===== config.mk =====
export PLATFORM = sky130hd
export DESIGN_NAME = fpa_acq_mute
export DESIGN_NICKNAME = d
export VERILOG_FILES = /design/src/fpa_pkg.sv /design/src/fpa_table.sv /design/src/fpa_acq_mute.sv
export SDC_FILE = /design/constraint.sdc
export NUM_CORES = 1
export LEC_CHECK = 0
export ABC_AREA = 0
export BUFFER_PORTS_ARGS = -buffer_cell sky130_fd_sc_hd__buf_2
export CAP_MARGIN = 20
export CORE_MARGIN = 2
export CORE_UTILIZATION = 55
export CTS_CLUSTER_SIZE = 20
export DETAILED_ROUTE_END_ITERATION = 7
export PLACE_DENSITY = 0.83
export RECOVER_POWER = 50
export SETUP_SLACK_MARGIN = 0.3
export SLEW_MARGIN = 10
export SYNTH_ARGS = -nofsm -noshare
export SYNTH_HDL_FRONTEND = slang
export SYNTH_SLANG_ARGS = --single-unit

===== constraint.sdc =====
create_clock -name sys_clk -period 12.7 [get_ports sys_clk]
set_input_delay 1.27 -clock sys_clk [delete_from_list [all_inputs] [get_ports sys_clk]]
set_output_delay 1.27 -clock sys_clk [all_outputs]
set_load 0.03 [all_outputs]

===== src/fpa_pkg.sv =====
// Purpose: Shared constants and types for the FM acquisition help and auto-mute block
// Assumes: 50 MHz system clock used as the frequency reference for all timing
// Notes: Carrier table in Hz, times in their own units, cycle counts derived
package fpa_pkg;

  // Clock and timing
  localparam longint unsigned CLK_HZ = 50_000_000;
  localparam int unsigned CYCLE_US = 256;
  localparam int unsigned COUNT_US = 64;
  localparam int unsigned PULSE_US = 10;
  localparam int unsigned MUTE_MS = 40;
  localparam int unsigned IDENT_NORM_MS = 2000;
  localparam int unsigned IDENT_FAST_MS = 500;
  localparam int unsigned ACQ_CYCLE_CYC = int'(CLK_HZ * CYCLE_US / 1_000_000);
  localparam int unsigned COUNT_CYC = int'(CLK_HZ * COUNT_US / 1_000_000);
  localparam int unsigned PULSE_CYC = int'(CLK_HZ * PULSE_US / 1_000_000);
  localparam int unsigned MUTE_CYC = int'(CLK_HZ * MUTE_MS / 1000);
  localparam int unsigned IDENT_NORM_CYC = int'(CLK_HZ * IDENT_NORM_MS / 1000);
  localparam int unsigned IDENT_FAST_CYC = int'(CLK_HZ * IDENT_FAST_MS / 1000);

  // Lock windows in Hz
  localparam longint unsigned CARRIER_WIN_HZ = 225_000;
  localparam longint unsigned PILOT_WIN_HZ = 150;

  // Sound standards
  localparam int unsigned NUM_STD = 6;
  localparam logic [2:0] STD_M = 3'h0;
  localparam logic [2:0] STD_BG = 3'h1;
  localparam logic [2:0] STD_I = 3'h2;
  localparam logic [2:0] STD_DK1 = 3'h3;
  localparam logic [2:0] STD_DK2 = 3'h4;
  localparam logic [2:0] STD_DK3 = 3'h5;

  // Nominal carrier frequencies per standard, zero where no carrier exists
  localparam longint unsigned SC1_HZ [NUM_STD] = '{4_500_000, 5_500_000, 6_000_000,
                                                  6_500_000, 6_500_000, 6_500_000};
  localparam longint unsigned SC2_HZ [NUM_STD] = '{4_720_000, 5_740_000, 0,
                                                  6_260_000, 6_740_000, 5_740_000};

  // PLL indices
  localparam logic [1:0] PLL_SC1 = 2'h0;
  localparam logic [1:0] PLL_SC2 = 2'h1;
  localparam logic [1:0] PLL_PILOT = 2'h2;

  // Register map
  localparam logic [7:0] ADDR_CTRL = 8'h00;
  localparam logic [7:0] ADDR_STATUS = 8'h04;
  localparam logic [7:0] ADDR_SAMPLE0 = 8'h08;
  localparam logic [7:0] ADDR_SAMPLE1 = 8'h0c;
  localparam logic [7:0] ADDR_SAMPLE2 = 8'h10;

  // Control fields and reset values
  localparam int unsigned CTRL_MUTE_EN_BIT = 0;
  localparam int unsigned CTRL_FAST_BIT = 1;
  localparam int unsigned CTRL_STD_LSB = 2;
  localparam logic CTRL_MUTE_EN_RST = 1'b1;
  localparam logic CTRL_FAST_RST = 1'b0;
  localparam logic [2:0] CTRL_STD_RST = STD_BG;

  // Status fields
  localparam int unsigned STAT_MUTE1_BIT = 0;
  localparam int unsigned STAT_MUTE2_BIT = 1;
  localparam int unsigned STAT_IDENT_BIT = 2;
  localparam int unsigned STAT_WIN_LSB = 3;

  // Register port request
  typedef struct packed {
    logic [7:0] addr;
    logic [31:0] wdata;
    logic wr;
    logic rd;
  } fpa_req_type;

  // One table entry: counter preset and expected remaining range
  typedef struct packed {
    logic [15:0] start;
    logic [15:0] lo;
    logic [15:0] hi;
    logic valid;
  } fpa_entry_type;

endpackage : fpa_pkg


===== src/fpa_table.sv =====
// Purpose: Registered lookup of counter preset and expected range per standard and PLL
// Assumes: Oscillator ticks arrive pre-scaled so a count window gives usable resolution
// Notes: Read data appear one clock after the address
`timescale 1ns/1ps
module fpa_table #(
  parameter longint unsigned PILOT_HZ = 54_688 // Nominal pilot tick rate
) (
  input wire logic sys_clk, // System clock
  input wire logic rst_b, // Asynchronous reset, active low
  input wire logic [2:0] std_sel, // Selected sound standard
  input wire logic [1:0] pll_idx, // PLL being measured
  output fpa_pkg::fpa_entry_type entry // Registered table entry
);
  import fpa_pkg::*;

  fpa_entry_type next_entry;

  // Build one entry from a nominal frequency and a window half-width
  function automatic fpa_entry_type make_entry(input longint unsigned f_hz,
                                               input longint unsigned w_hz);
    longint unsigned nom;
    longint unsigned win;
    fpa_entry_type e;
    nom = f_hz * COUNT_US / 1_000_000;
    win = w_hz * COUNT_US / 1_000_000;
    e.start = 16'(2 * nom);
    e.lo = 16'(nom - win);
    e.hi = 16'(nom + win);
    e.valid = (f_hz != 0);
    return e;
  endfunction : make_entry

  // Table selection by standard and PLL
  always_comb begin
    next_entry = '0;
    if (int'(std_sel) < NUM_STD) begin
      case (pll_idx)
        PLL_SC1: next_entry = make_entry(SC1_HZ[std_sel], CARRIER_WIN_HZ);
        PLL_SC2: next_entry = make_entry(SC2_HZ[std_sel], CARRIER_WIN_HZ);
        PLL_PILOT: next_entry = make_entry(PILOT_HZ, PILOT_WIN_HZ);
        default: next_entry = '0;
      endcase
    end
  end

  // Read data register
  always_ff @(posedge sys_clk or negedge rst_b) begin
    if (!rst_b) begin
      entry <= '0;
    end else begin
      entry <= next_entry;
    end
  end

endmodule : fpa_table


===== src/fpa_acq_mute.sv =====
// Purpose: Acquisition help for three narrow-band PLLs plus auto-mute and ident timing
// Assumes: vco_tick inputs are one-cycle strobes synchronous to sys_clk
// Notes: Registers on a plain port, read data one cycle after the read strobe
// Notes on behaviour
// - One oscillator at a time feeds counter
// - Counter preset per PLL and standard
// - Sample remainder after fixed window, compare
// - Below range pull down, above pull up
// - Inside range, no correction current
// - Endless round robin over three PLLs
// - Reference-timed, full cycle 256 us
// - Carrier window plus minus 225 kHz
// - Pilot window plus minus 150 Hz
// - Carrier out of window gives acquisition pulse
// - Auto-mute acts only when enabled
// - Mute at once on first pulse
// - Release after 40 ms without pulses
// - First carrier missing mutes second channel
// - Ident settles 2 s normal, 0.5 s fast
// - Fast to normal: ident invalid one period
// - Reset mutes both, auto-mute enabled
`timescale 1ns/1ps
module fpa_acq_mute #(
  parameter int unsigned CYCLE_CYC = fpa_pkg::ACQ_CYCLE_CYC, // Full acquisition cycle
  parameter int unsigned MUTE_HOLD_CYC = fpa_pkg::MUTE_CYC, // Mute release delay
  parameter int unsigned IDENT_NORM_CYC = fpa_pkg::IDENT_NORM_CYC, // Normal settle time
  parameter int unsigned IDENT_FAST_CYC = fpa_pkg::IDENT_FAST_CYC, // Fast settle time
  parameter longint unsigned PILOT_HZ = 54_688 // Nominal pilot tick rate
) (
  input wire logic sys_clk, // System clock, 50 MHz
  input wire logic rst_b, // Asynchronous reset, active low
  input wire fpa_pkg::fpa_req_type reg_req, // Register port request
  output logic [31:0] reg_rdata, // Read data, cycle after read strobe
  input wire logic [2:0] vco_tick, // Pre-scaled oscillator strobes
  output logic [2:0] vco_sel, // One-hot oscillator to counter
  output logic [2:0] corr_up, // Positive loop filter current
  output logic [2:0] corr_dn, // Negative loop filter current
  output logic acq_pulse, // Carrier acquisition pulse
  output logic mute_main, // Mute first audio channel
  output logic mute_second, // Mute second audio channel
  output logic ident_valid // Identification bits valid
);
  import fpa_pkg::*;

  localparam int unsigned SLOT_CYC = CYCLE_CYC / 3;
  localparam int unsigned LAST_SLOT_CYC = CYCLE_CYC - 2 * SLOT_CYC;

  typedef enum logic [2:0] {
    ST_LOAD = 3'b000,
    ST_PRESET = 3'b001,
    ST_COUNT = 3'b011,
    ST_CORR = 3'b010,
    ST_WAIT = 3'b110
  } fpa_state_type;

  // One-hot decode of a PLL index
  function automatic logic [2:0] onehot(input logic [1:0] idx);
    logic [2:0] v;
    v = 3'h0;
    if (idx <= PLL_PILOT) begin
      v[idx] = 1'b1;
    end
    return v;
  endfunction : onehot

  // Control register
  logic mute_en;
  logic ident_fast;
  logic [2:0] std_sel;
  logic next_mute_en;
  logic next_ident_fast;
  logic [2:0] next_std_sel;
  logic [31:0] next_rdata;

  // Sequencer state
  fpa_state_type state;
  fpa_state_type next_state;
  logic [1:0] pll_idx;
  logic [1:0] next_pll_idx;
  logic [23:0] slot_cnt;
  logic [23:0] next_slot_cnt;
  logic [23:0] ph_cnt;
  logic [23:0] next_ph_cnt;
  logic [15:0] down_cnt;
  logic [15:0] next_down_cnt;
  logic [1:0] corr_dir;
  logic [1:0] next_corr_dir;
  logic [2:0] in_win;
  logic [2:0] next_in_win;
  logic [15:0] sample [3];
  logic [15:0] next_sample [3];
  logic [2:0] next_vco_sel;
  logic [2:0] next_corr_up;
  logic [2:0] next_corr_dn;
  logic next_acq_pulse;
  fpa_entry_type entry;
  logic slot_end;

  // Mute state
  logic mute1;
  logic mute2;
  logic next_mute1;
  logic next_mute2;
  logic [31:0] mute1_cnt;
  logic [31:0] mute2_cnt;
  logic [31:0] next_mute1_cnt;
  logic [31:0] next_mute2_cnt;

  // Ident settle state
  logic fast_q;
  logic next_fast_q;
  logic [31:0] ident_cnt;
  logic [31:0] next_ident_cnt;
  logic next_ident_valid;

  // Table lookup for current standard and PLL
  fpa_table #(
    .PILOT_HZ(PILOT_HZ)
  ) u_table (
    .sys_clk(sys_clk),
    .rst_b(rst_b),
    .std_sel(std_sel),
    .pll_idx(pll_idx),
    .entry(entry)
  );

  // Register port: writes to control, reads of control, status and samples
  always_comb begin
    next_mute_en = mute_en;
    next_ident_fast = ident_fast;
    next_std_sel = std_sel;
    next_rdata = 32'h0;
    if (reg_req.wr && reg_req.addr == ADDR_CTRL) begin
      next_mute_en = reg_req.wdata[CTRL_MUTE_EN_BIT];
      next_ident_fast = reg_req.wdata[CTRL_FAST_BIT];
      next_std_sel = reg_req.wdata[CTRL_STD_LSB +: 3];
    end
    if (reg_req.rd) begin
      case (reg_req.addr)
        ADDR_CTRL: begin
          next_rdata[CTRL_MUTE_EN_BIT] = mute_en;
          next_rdata[CTRL_FAST_BIT] = ident_fast;
          next_rdata[CTRL_STD_LSB +: 3] = std_sel;
        end
        ADDR_STATUS: begin
          next_rdata[STAT_MUTE1_BIT] = mute_main;
          next_rdata[STAT_MUTE2_BIT] = mute_second;
          next_rdata[STAT_IDENT_BIT] = ident_valid;
          next_rdata[STAT_WIN_LSB +: 3] = in_win;
        end
        ADDR_SAMPLE0: next_rdata[15:0] = sample[0];
        ADDR_SAMPLE1: next_rdata[15:0] = sample[1];
        ADDR_SAMPLE2: next_rdata[15:0] = sample[2];
        default: next_rdata = 32'h0;
      endcase
    end
  end

  always_ff @(posedge sys_clk or negedge rst_b) begin
    if (!rst_b) begin
      mute_en <= CTRL_MUTE_EN_RST;
      ident_fast <= CTRL_FAST_RST;
      std_sel <= CTRL_STD_RST;
      reg_rdata <= 32'h0;
    end else begin
      mute_en <= next_mute_en;
      ident_fast <= next_ident_fast;
      std_sel <= next_std_sel;
      reg_rdata <= next_rdata;
    end
  end

  // Slot boundary, the last slot takes the remainder of the cycle
  assign slot_end = (pll_idx == PLL_PILOT) ? (slot_cnt == 24'(LAST_SLOT_CYC - 1))
                                           : (slot_cnt == 24'(SLOT_CYC - 1));

  // Measurement sequencer for the selected PLL
  always_comb begin
    logic [15:0] rem;
    rem = down_cnt;
    next_state = state;
    next_pll_idx = pll_idx;
    next_slot_cnt = slot_cnt + 24'h1;
    next_ph_cnt = ph_cnt + 24'h1;
    next_down_cnt = down_cnt;
    next_corr_dir = corr_dir;
    next_in_win = in_win;
    next_sample = sample;
    next_corr_up = 3'h0;
    next_corr_dn = 3'h0;
    next_acq_pulse = 1'b0;
    case (state)
      ST_LOAD: begin
        next_state = ST_PRESET; // Table output follows the new index
        next_ph_cnt = 24'h0;
      end
      ST_PRESET: begin
        next_down_cnt = entry.start;
        next_state = ST_COUNT;
        next_ph_cnt = 24'h0;
      end
      ST_COUNT: begin
        if (vco_tick[pll_idx] && down_cnt != 16'h0) begin
          rem = down_cnt - 16'h1;
        end
        next_down_cnt = rem;
        if (ph_cnt == 24'(COUNT_CYC - 1)) begin
          next_sample[pll_idx] = rem;
          next_ph_cnt = 24'h0;
          next_state = ST_CORR;
          next_in_win[pll_idx] = 1'b0;
          if (!entry.valid) begin
            next_corr_dir = 2'b00;
          end else if (rem < entry.lo) begin
            next_corr_dir = 2'b10;
          end else if (rem > entry.hi) begin
            next_corr_dir = 2'b01;
          end else begin
            next_corr_dir = 2'b00;
            next_in_win[pll_idx] = 1'b1;
          end
          if (pll_idx != PLL_PILOT && entry.valid &&
              (rem < entry.lo || rem > entry.hi)) begin
            next_acq_pulse = 1'b1;
          end
        end
      end
      ST_CORR: begin
        next_corr_up = corr_dir[0] ? onehot(pll_idx) : 3'h0;
        next_corr_dn = corr_dir[1] ? onehot(pll_idx) : 3'h0;
        if (ph_cnt == 24'(PULSE_CYC - 1)) begin
          next_corr_up = 3'h0;
          next_corr_dn = 3'h0;
          next_state = ST_WAIT;
        end
      end
      ST_WAIT: begin
        next_ph_cnt = 24'h0;
      end
      default: begin
        next_state = ST_LOAD;
      end
    endcase
    if (slot_end) begin
      next_pll_idx = (pll_idx == PLL_PILOT) ? PLL_SC1 : pll_idx + 2'h1;
      next_slot_cnt = 24'h0;
      next_state = ST_LOAD;
      next_corr_up = 3'h0;
      next_corr_dn = 3'h0;
    end
  end

  assign next_vco_sel = onehot(next_pll_idx);

  always_ff @(posedge sys_clk or negedge rst_b) begin
    if (!rst_b) begin
      state <= ST_LOAD;
      pll_idx <= PLL_SC1;
      slot_cnt <= 24'h0;
      ph_cnt <= 24'h0;
      down_cnt <= 16'h0;
      corr_dir <= 2'b00;
      in_win <= 3'h0;
      sample <= '{default: 16'h0};
      vco_sel <= 3'h1;
      corr_up <= 3'h0;
      corr_dn <= 3'h0;
      acq_pulse <= 1'b0;
    end else begin
      state <= next_state;
      pll_idx <= next_pll_idx;
      slot_cnt <= next_slot_cnt;
      ph_cnt <= next_ph_cnt;
      down_cnt <= next_down_cnt;
      corr_dir <= next_corr_dir;
      in_win <= next_in_win;
      sample <= next_sample;
      vco_sel <= next_vco_sel;
      corr_up <= next_corr_up;
      corr_dn <= next_corr_dn;
      acq_pulse <= next_acq_pulse;
    end
  end

  // Auto-mute: set at once on a pulse, hold timer restarted by each pulse
  always_comb begin
    next_mute1 = mute1;
    next_mute2 = mute2;
    next_mute1_cnt = mute1_cnt;
    next_mute2_cnt = mute2_cnt;
    if (mute1_cnt != 32'h0) begin
      next_mute1_cnt = mute1_cnt - 32'h1;
    end else begin
      next_mute1 = 1'b0;
    end
    if (mute2_cnt != 32'h0) begin
      next_mute2_cnt = mute2_cnt - 32'h1;
    end else begin
      next_mute2 = 1'b0;
    end
    if (acq_pulse && mute_en) begin
      if (pll_idx == PLL_SC1) begin
        next_mute1 = 1'b1;
        next_mute1_cnt = MUTE_HOLD_CYC - 1;
      end
      if (pll_idx == PLL_SC2) begin
        next_mute2 = 1'b1;
        next_mute2_cnt = MUTE_HOLD_CYC - 1;
      end
    end
    if (!mute_en) begin
      next_mute1 = 1'b0;
      next_mute2 = 1'b0;
      next_mute1_cnt = 32'h0;
      next_mute2_cnt = 32'h0;
    end
  end

  always_ff @(posedge sys_clk or negedge rst_b) begin
    if (!rst_b) begin
      mute1 <= 1'b1;
      mute2 <= 1'b1;
      mute1_cnt <= MUTE_HOLD_CYC - 1;
      mute2_cnt <= MUTE_HOLD_CYC - 1;
    end else begin
      mute1 <= next_mute1;
      mute2 <= next_mute2;
      mute1_cnt <= next_mute1_cnt;
      mute2_cnt <= next_mute2_cnt;
    end
  end

  assign mute_main = mute1;
  assign mute_second = mute2 | mute1;

  // Ident settle window after each response mode change
  always_comb begin
    next_fast_q = ident_fast;
    next_ident_cnt = ident_cnt;
    if (ident_cnt != 32'h0) begin
      next_ident_cnt = ident_cnt - 32'h1;
    end
    if (ident_fast && !fast_q) begin
      next_ident_cnt = IDENT_FAST_CYC - 1;
    end else if (!ident_fast && fast_q) begin
      next_ident_cnt = IDENT_NORM_CYC - 1;
    end
    next_ident_valid = (next_ident_cnt == 32'h0);
  end

  always_ff @(posedge sys_clk or negedge rst_b) begin
    if (!rst_b) begin
      fast_q <= CTRL_FAST_RST;
      ident_cnt <= IDENT_NORM_CYC - 1;
      ident_valid <= 1'b0;
    end else begin
      fast_q <= next_fast_q;
      ident_cnt <= next_ident_cnt;
      ident_valid <= next_ident_valid;
    end
  end

endmodule : fpa_acq_mute


; After elaboration in Yosys (flattened, before gate mapping)
; Memories as Yosys holds them, arrays and structs flattened.
; Index checks and enable logic that the tools add are counted.
[word_totals]
output_inout_bits = 45
in_bits = 47
register_bits = 318
mem_bits_ro = 1024
memories = 2
[classes]
n_lt_le_gt_ge = 12
eq_ne = 18
mux = 70
n_reduce_logical = 27
div = 2
bitwise = 6
n_addsub = 11
[mem_list]
columns = memory, depth, word_bits, rd, rd_clocked_by_memory_dff, write_ports, line
row1 = (no name shown), 8, 64, 1, 0, 0, fpa_table.sv:38  ; PLL_SC1: next_entry = make_entry(SC1_HZ[std_sel], CARRIER_WIN_HZ);
row2 = (no name shown), 8, 64, 1, 0, 0, fpa_table.sv:39  ; PLL_SC2: next_entry = make_entry(SC2_HZ[std_sel], CARRIER_WIN_HZ);
[ops]
columns = cell, n
row1 = $mux 32, 11
row2 = $mux 64, 4
row3 = $pmux 49 s3, 1
row4 = $div 64x20->64 const B, 2
row5 = $reduce_bool 64->1, 2
row6 = $reduce_bool 32->1, 3
row7 = $sub 32x1->32 const B, 3
row8 = $mux 16, 4
row9 = $mux 49, 1
row10 = $add 24x1->24 const B, 2
row11 = $bwmux 48, 1
row12 = $eq 24x13->1 const B, 2
row13 = $mux 24, 2
row14 = $mux 3, 16
row15 = $pmux 24 s2, 1
row16 = $add 16x4->16 const B, 2
row17 = $demux 16 s2, 1
row18 = $logic_not 32->1, 1
row19 = $pmux 16 s2, 1
row20 = $sub 16x4->16 const B, 2
row21 = $pmux 10 s3, 1
row22 = $pmux 5 s5, 1
row23 = $eq 24x12->1 const B, 1
row24 = $eq 24x9->1 const B, 1
row25 = other kinds (44), 80

; Longest topological paths before layout
[depth]
word_depth = 11
depth_mapped = 51
ltp_nobuf = 45

; By module
; From an unflattened synthesis, not the netlist that was laid out.
[unflattened]
hier_cells = 2524
area_unflattened_um2 = 21001.4
[modules_own_cells]
columns = module, cells_per_inst, n_inst, area_each_um2
row1 = fpa_acq_mute, 1400, 1, 13157.6
row2 = fpa_table, 1124, 1, 7843.8

; Least setup slack after synthesis
; OpenSTA, ideal clock, no wires.
[synth_path]
kind = register to register
startpoint = reg std_sel[0]
endpoint = reg, netlist name u_table.entry[26]
n_path_buf = 7
path_slack_ns = 2.819
arrival_ns = 9.749
t_required_ns = 12.568
stages_incl_launch_ff = 47
cell_sequence = dfstp_2 clkbuf_1 clkinv_1 ha_1 and2b_1 and2_1 ha_1 clkbuf_1 nand3_1 and3_1 buf_1 o221a_2 and3_1 buf_6 or4_1 a21oi_2 o21ai_2 xor2_2 (+11 left out) a21o_1 buf_6 nand3_4 nand2_1 inv_1 ha_1 nand2_1 nand3_1 or4_4 a31oi_4 nor4b_4 nor3_2 nor2_1 ha_1 nand2_1 nand2_1 xor2_1 nor2_1
[synth_lines]
columns = item, line
row1 = "start, declared", fpa_acq_mute.sv:69  ; logic [2:0] std_sel;
row2 = "start signal, assigned", fpa_acq_mute.sv:168  ; std_sel <= next_std_sel;

==> impl_metrics.toml <==
[global_routing]
grt_pass1_vias = 17335
grt_start_max_net_pins = 131
antenna_found_initial = 1
grt_usage_pct = 25.8
overflow = 0
grt_pass1_wl_mm = 84.4

[timing]
timing.final.crit_period_ps = 11550
finalSetupTns_ps = 0
rsz0062_at_grt = "false"
fmax_ghz = 0.0866
setup_violations = 0
report.final.slew_viol_count = 270
period_share_pct = 90.9
tightest_slew_ps = 6640
hold_ws_ps = 473
clock_skew_ps = 30.4
relSlewSlack_pct = -343
final_hold_viol_count = 0

[synth]
yosys.area.top_type = "dfrtp_1"
ys_ff_latch = 288
synth_cell_type_count = 130
seq_area_frac_synth_pct = 35.4
yosysMostFrequentCell = "nor2_1"
syn_avg_cell_area_um2 = 8.59
synth-async-reset-ratio_pct = 100
synthFlopType = "dfrtp_1"
synth.top_cell.area_share_pct = 29.0
syn_inst = 2395
synth_common_cells = "268 x nor2_1, 238 x dfrtp_1, 215 x nand2_1"
synth_edf_count = 0
synth.area.top_cells = "dfrtp_1 29%, dfstp_2 6.4%, xnor2_1 5.7%, nor2_1 4.9%, nand2_1 3.9%"
synthesis.area_mm2 = 0.0206
yosys_warnings = 0

[worst_setup_path]
reg2reg_to = "u_table.entry[26]"
end_kind = "flop"
max_stage_delay_ps = 790
ff2ff_path_depth = 47
endpoint = "u_table.entry[26]"
r2r_setup_slack_ps = 1150
path_class = "flop to flop"
crit_top_cell = "ha_1"
critPathLaunchType = "flop"
r2r_start = "std_sel[0]"
cp_top_family = "compound AO/OA/AOI/OAI gates"
cp.required_ps = 13090
crit_cells = 47
cp.arrival_ps = 11940
slowest_stage = "dfstp_2"
worst-path-buf-inv = 8
path_max_fanout = 21
setup.worst_path.start = "std_sel[0]"

[power_and_ir_drop]
irDropWorstVdd_mv = 0.242
power.density_mw_per_mm2 = 264
power_leakage_uw = 0.00906

[cts]
clock_sinks = 288
cts_tree = "built"
cts_setup_buffers = 0
root_buffer = "clkbuf_16"
insertion_delay_ps = 570
cts_resized = 0
cts_max_level = 1
hold_buffers = 0
cts_buffers = 28
clockBufferDepth = 3
clkTransAtPathRegs_ps = 60

[place]
gp_congestion = 0.952
port_buffers = 48
dp.cells = 2846
hpwl_mm = 36.4

[finish]
seqCellArea_mm2 = 0.00727
antennaDiodeCount = 0
nets = 2518
syn2layout_area_growth_pct = 7.05
drive_above_1_share_pct = 11.2
num-fill-cells = 3041
stdcell_count = 2899
multi_input_area_mm2 = 0.0124

[job]
cap_violations = 3

[drt]
drt_first_pass_iters = 7
routed_wl_mm = 50.6
post-route-drc-count = 0
ant_nets = 0
viasPerCell = 6.29
vias = 18227
wl_per_cell_um = 17.4
drt_iter0_markers = 1765

[floorplanning]
die_x_um = 197
ioPinCount = 92
initial_core_util_pct = 56.0
coreArea_mm2 = 0.0367
die_area_mm2 = 0.0390
die_h_um = 197
row_count = 70

[outcome]
status = "complete, but fails checks"
violations = "capacitance limit, slew limit"

[min_path]
hold_class = "flop to flop"
[routing by layer]
metal | vias up | track usage (%) | wire (µm)
met3 | 90 | 2.65 | 3230
li1 | 8609 | - | -
met1 | 8865 | 34.7 | 21600
met4 | 0 | 6.88 | 957
met5 | - | 0 | 0
met2 | 663 | 44.4 | 24800
[power by group]
group / total, µW / internal (µW) / switching (µW)
combinational: 3840 / 1440 / 2390
clock: 874 / 516 / 358
sequential: 1100 / 1030 / 72.3
total: 5810 / 2990 / 2820
[per-stage QoR]
| stage | cell area, µm² | util (%) | setup slack, ps | total power (µW) |
|---|---|---|---|---|
| final | 22000 | 60.0 | 1150 | 5810 |
| after global routing | 22000 | 60.0 | 306 | 6240 |
| after CTS | 22100 | 60.1 | 1170 | 5740 |
| after detailed placement | 21100 | 57.5 | 1170 | 4840 |
| after global placement | 21100 | 57.5 | 1360 | 4750 |
| after floorplan | 20600 | - | 2820 | 4130 |
[state kept, by name, indices dropped and copies added, names as in the netlist, 24 cells and up, named ones only]
name           flops
sample            48
u_table.entry     35
ident_cnt         32
mute1_cnt         32
mute2_cnt         32
ph_cnt            24
slot_cnt          24
[cell usage in the layout (no fill, tap or decap), drive strengths merged, types with 10 or more instances in the layout]
cell type | synthesis | final
nand3 | 88 | 88
a21boi | 21 | 21
nor2b | 34 | 34
and3 | 33 | 33
nor4 | 50 | 50
conb | 1 | 16
and2 | 30 | 30
clkbuf | 54 | 74
buf | 55 | 46
mux2i | 29 | 29
ha | 62 | 62
or3 | 34 | 34
a41oi | 10 | 10
nand2 | 215 | 215
mux2 | 15 | 15
nand4 | 28 | 28
a21oi | 152 | 152
a21o | 21 | 21
o31ai | 16 | 16
o211ai | 31 | 31
o21a | 12 | 12
or2 | 18 | 18
xnor2 | 137 | 137
xor2 | 70 | 70
nor3 | 90 | 90
o22ai | 13 | 13
dfrtp | 238 | 238
or4 | 21 | 21
o21ai | 139 | 139
a31o | 12 | 12
nor2 | 272 | 272
a31oi | 27 | 27
a211oi | 31 | 31
nand2b | 39 | 39
dfstp | 50 | 50
inv | 96 | 98
[worst register-to-register path, delay by kind of cell, from the launching register on]
| kind | cells | cell delay [ps] |
|---|---|---|
| DFF | 1 | 790 |
| xor gates and xnor gates | 2 | 440 |
| AOI/OAI and AO/OA | 13 | 3730 |
| adders and majority gates | 6 | 1770 |
| and+or+nand+nor | 17 | 2740 |
| muxes | 1 | 590 |
| buffers and inverters | 8 | 1360 |
[worst min path at each step]
stage | endpoint | depth (start not counted) | slack (ps) | startpoint
floorplan | fast_q | 0 | 430 | ident_fast
global placement | slot_cnt[23] | 1 | 470 | slot_cnt[23]
detailed placement | corr_dir[0] | 2 | 470 | corr_dir[0]
CTS | slot_cnt[23] | 1 | 480 | slot_cnt[23]
global route | slot_cnt[23] | 1 | 510 | slot_cnt[23]
finish | slot_cnt[23] | 1 | 470 | slot_cnt[23]
[final cells by class]
class                           instances  area share [%]
Clock buffer                           41            3.59
Tap cell                              468            2.66
Clock inverter                         11           0.830
Multi-Input combinational cell       1912            56.3
Inverter                              100            1.72
Sequential cell                       288            33.0
Timing Repair Buffer                   79            1.89
[logic make-up after synthesis]
kind of cell / Yosys count / synth area share [%]
AOI/OAI and AO/OA: 592 / 20.2
DFF: 288 / 35.4
adders and majority gates: 64 / 3.87
muxes: 44 / 2.31
other: 1 / 0.0182
buffers and inverters: 210 / 4.76
and+or+nand+nor: 989 / 24.3
xor gates and xnor gates: 207 / 9.15
Power figures use the tool's default switching activity.
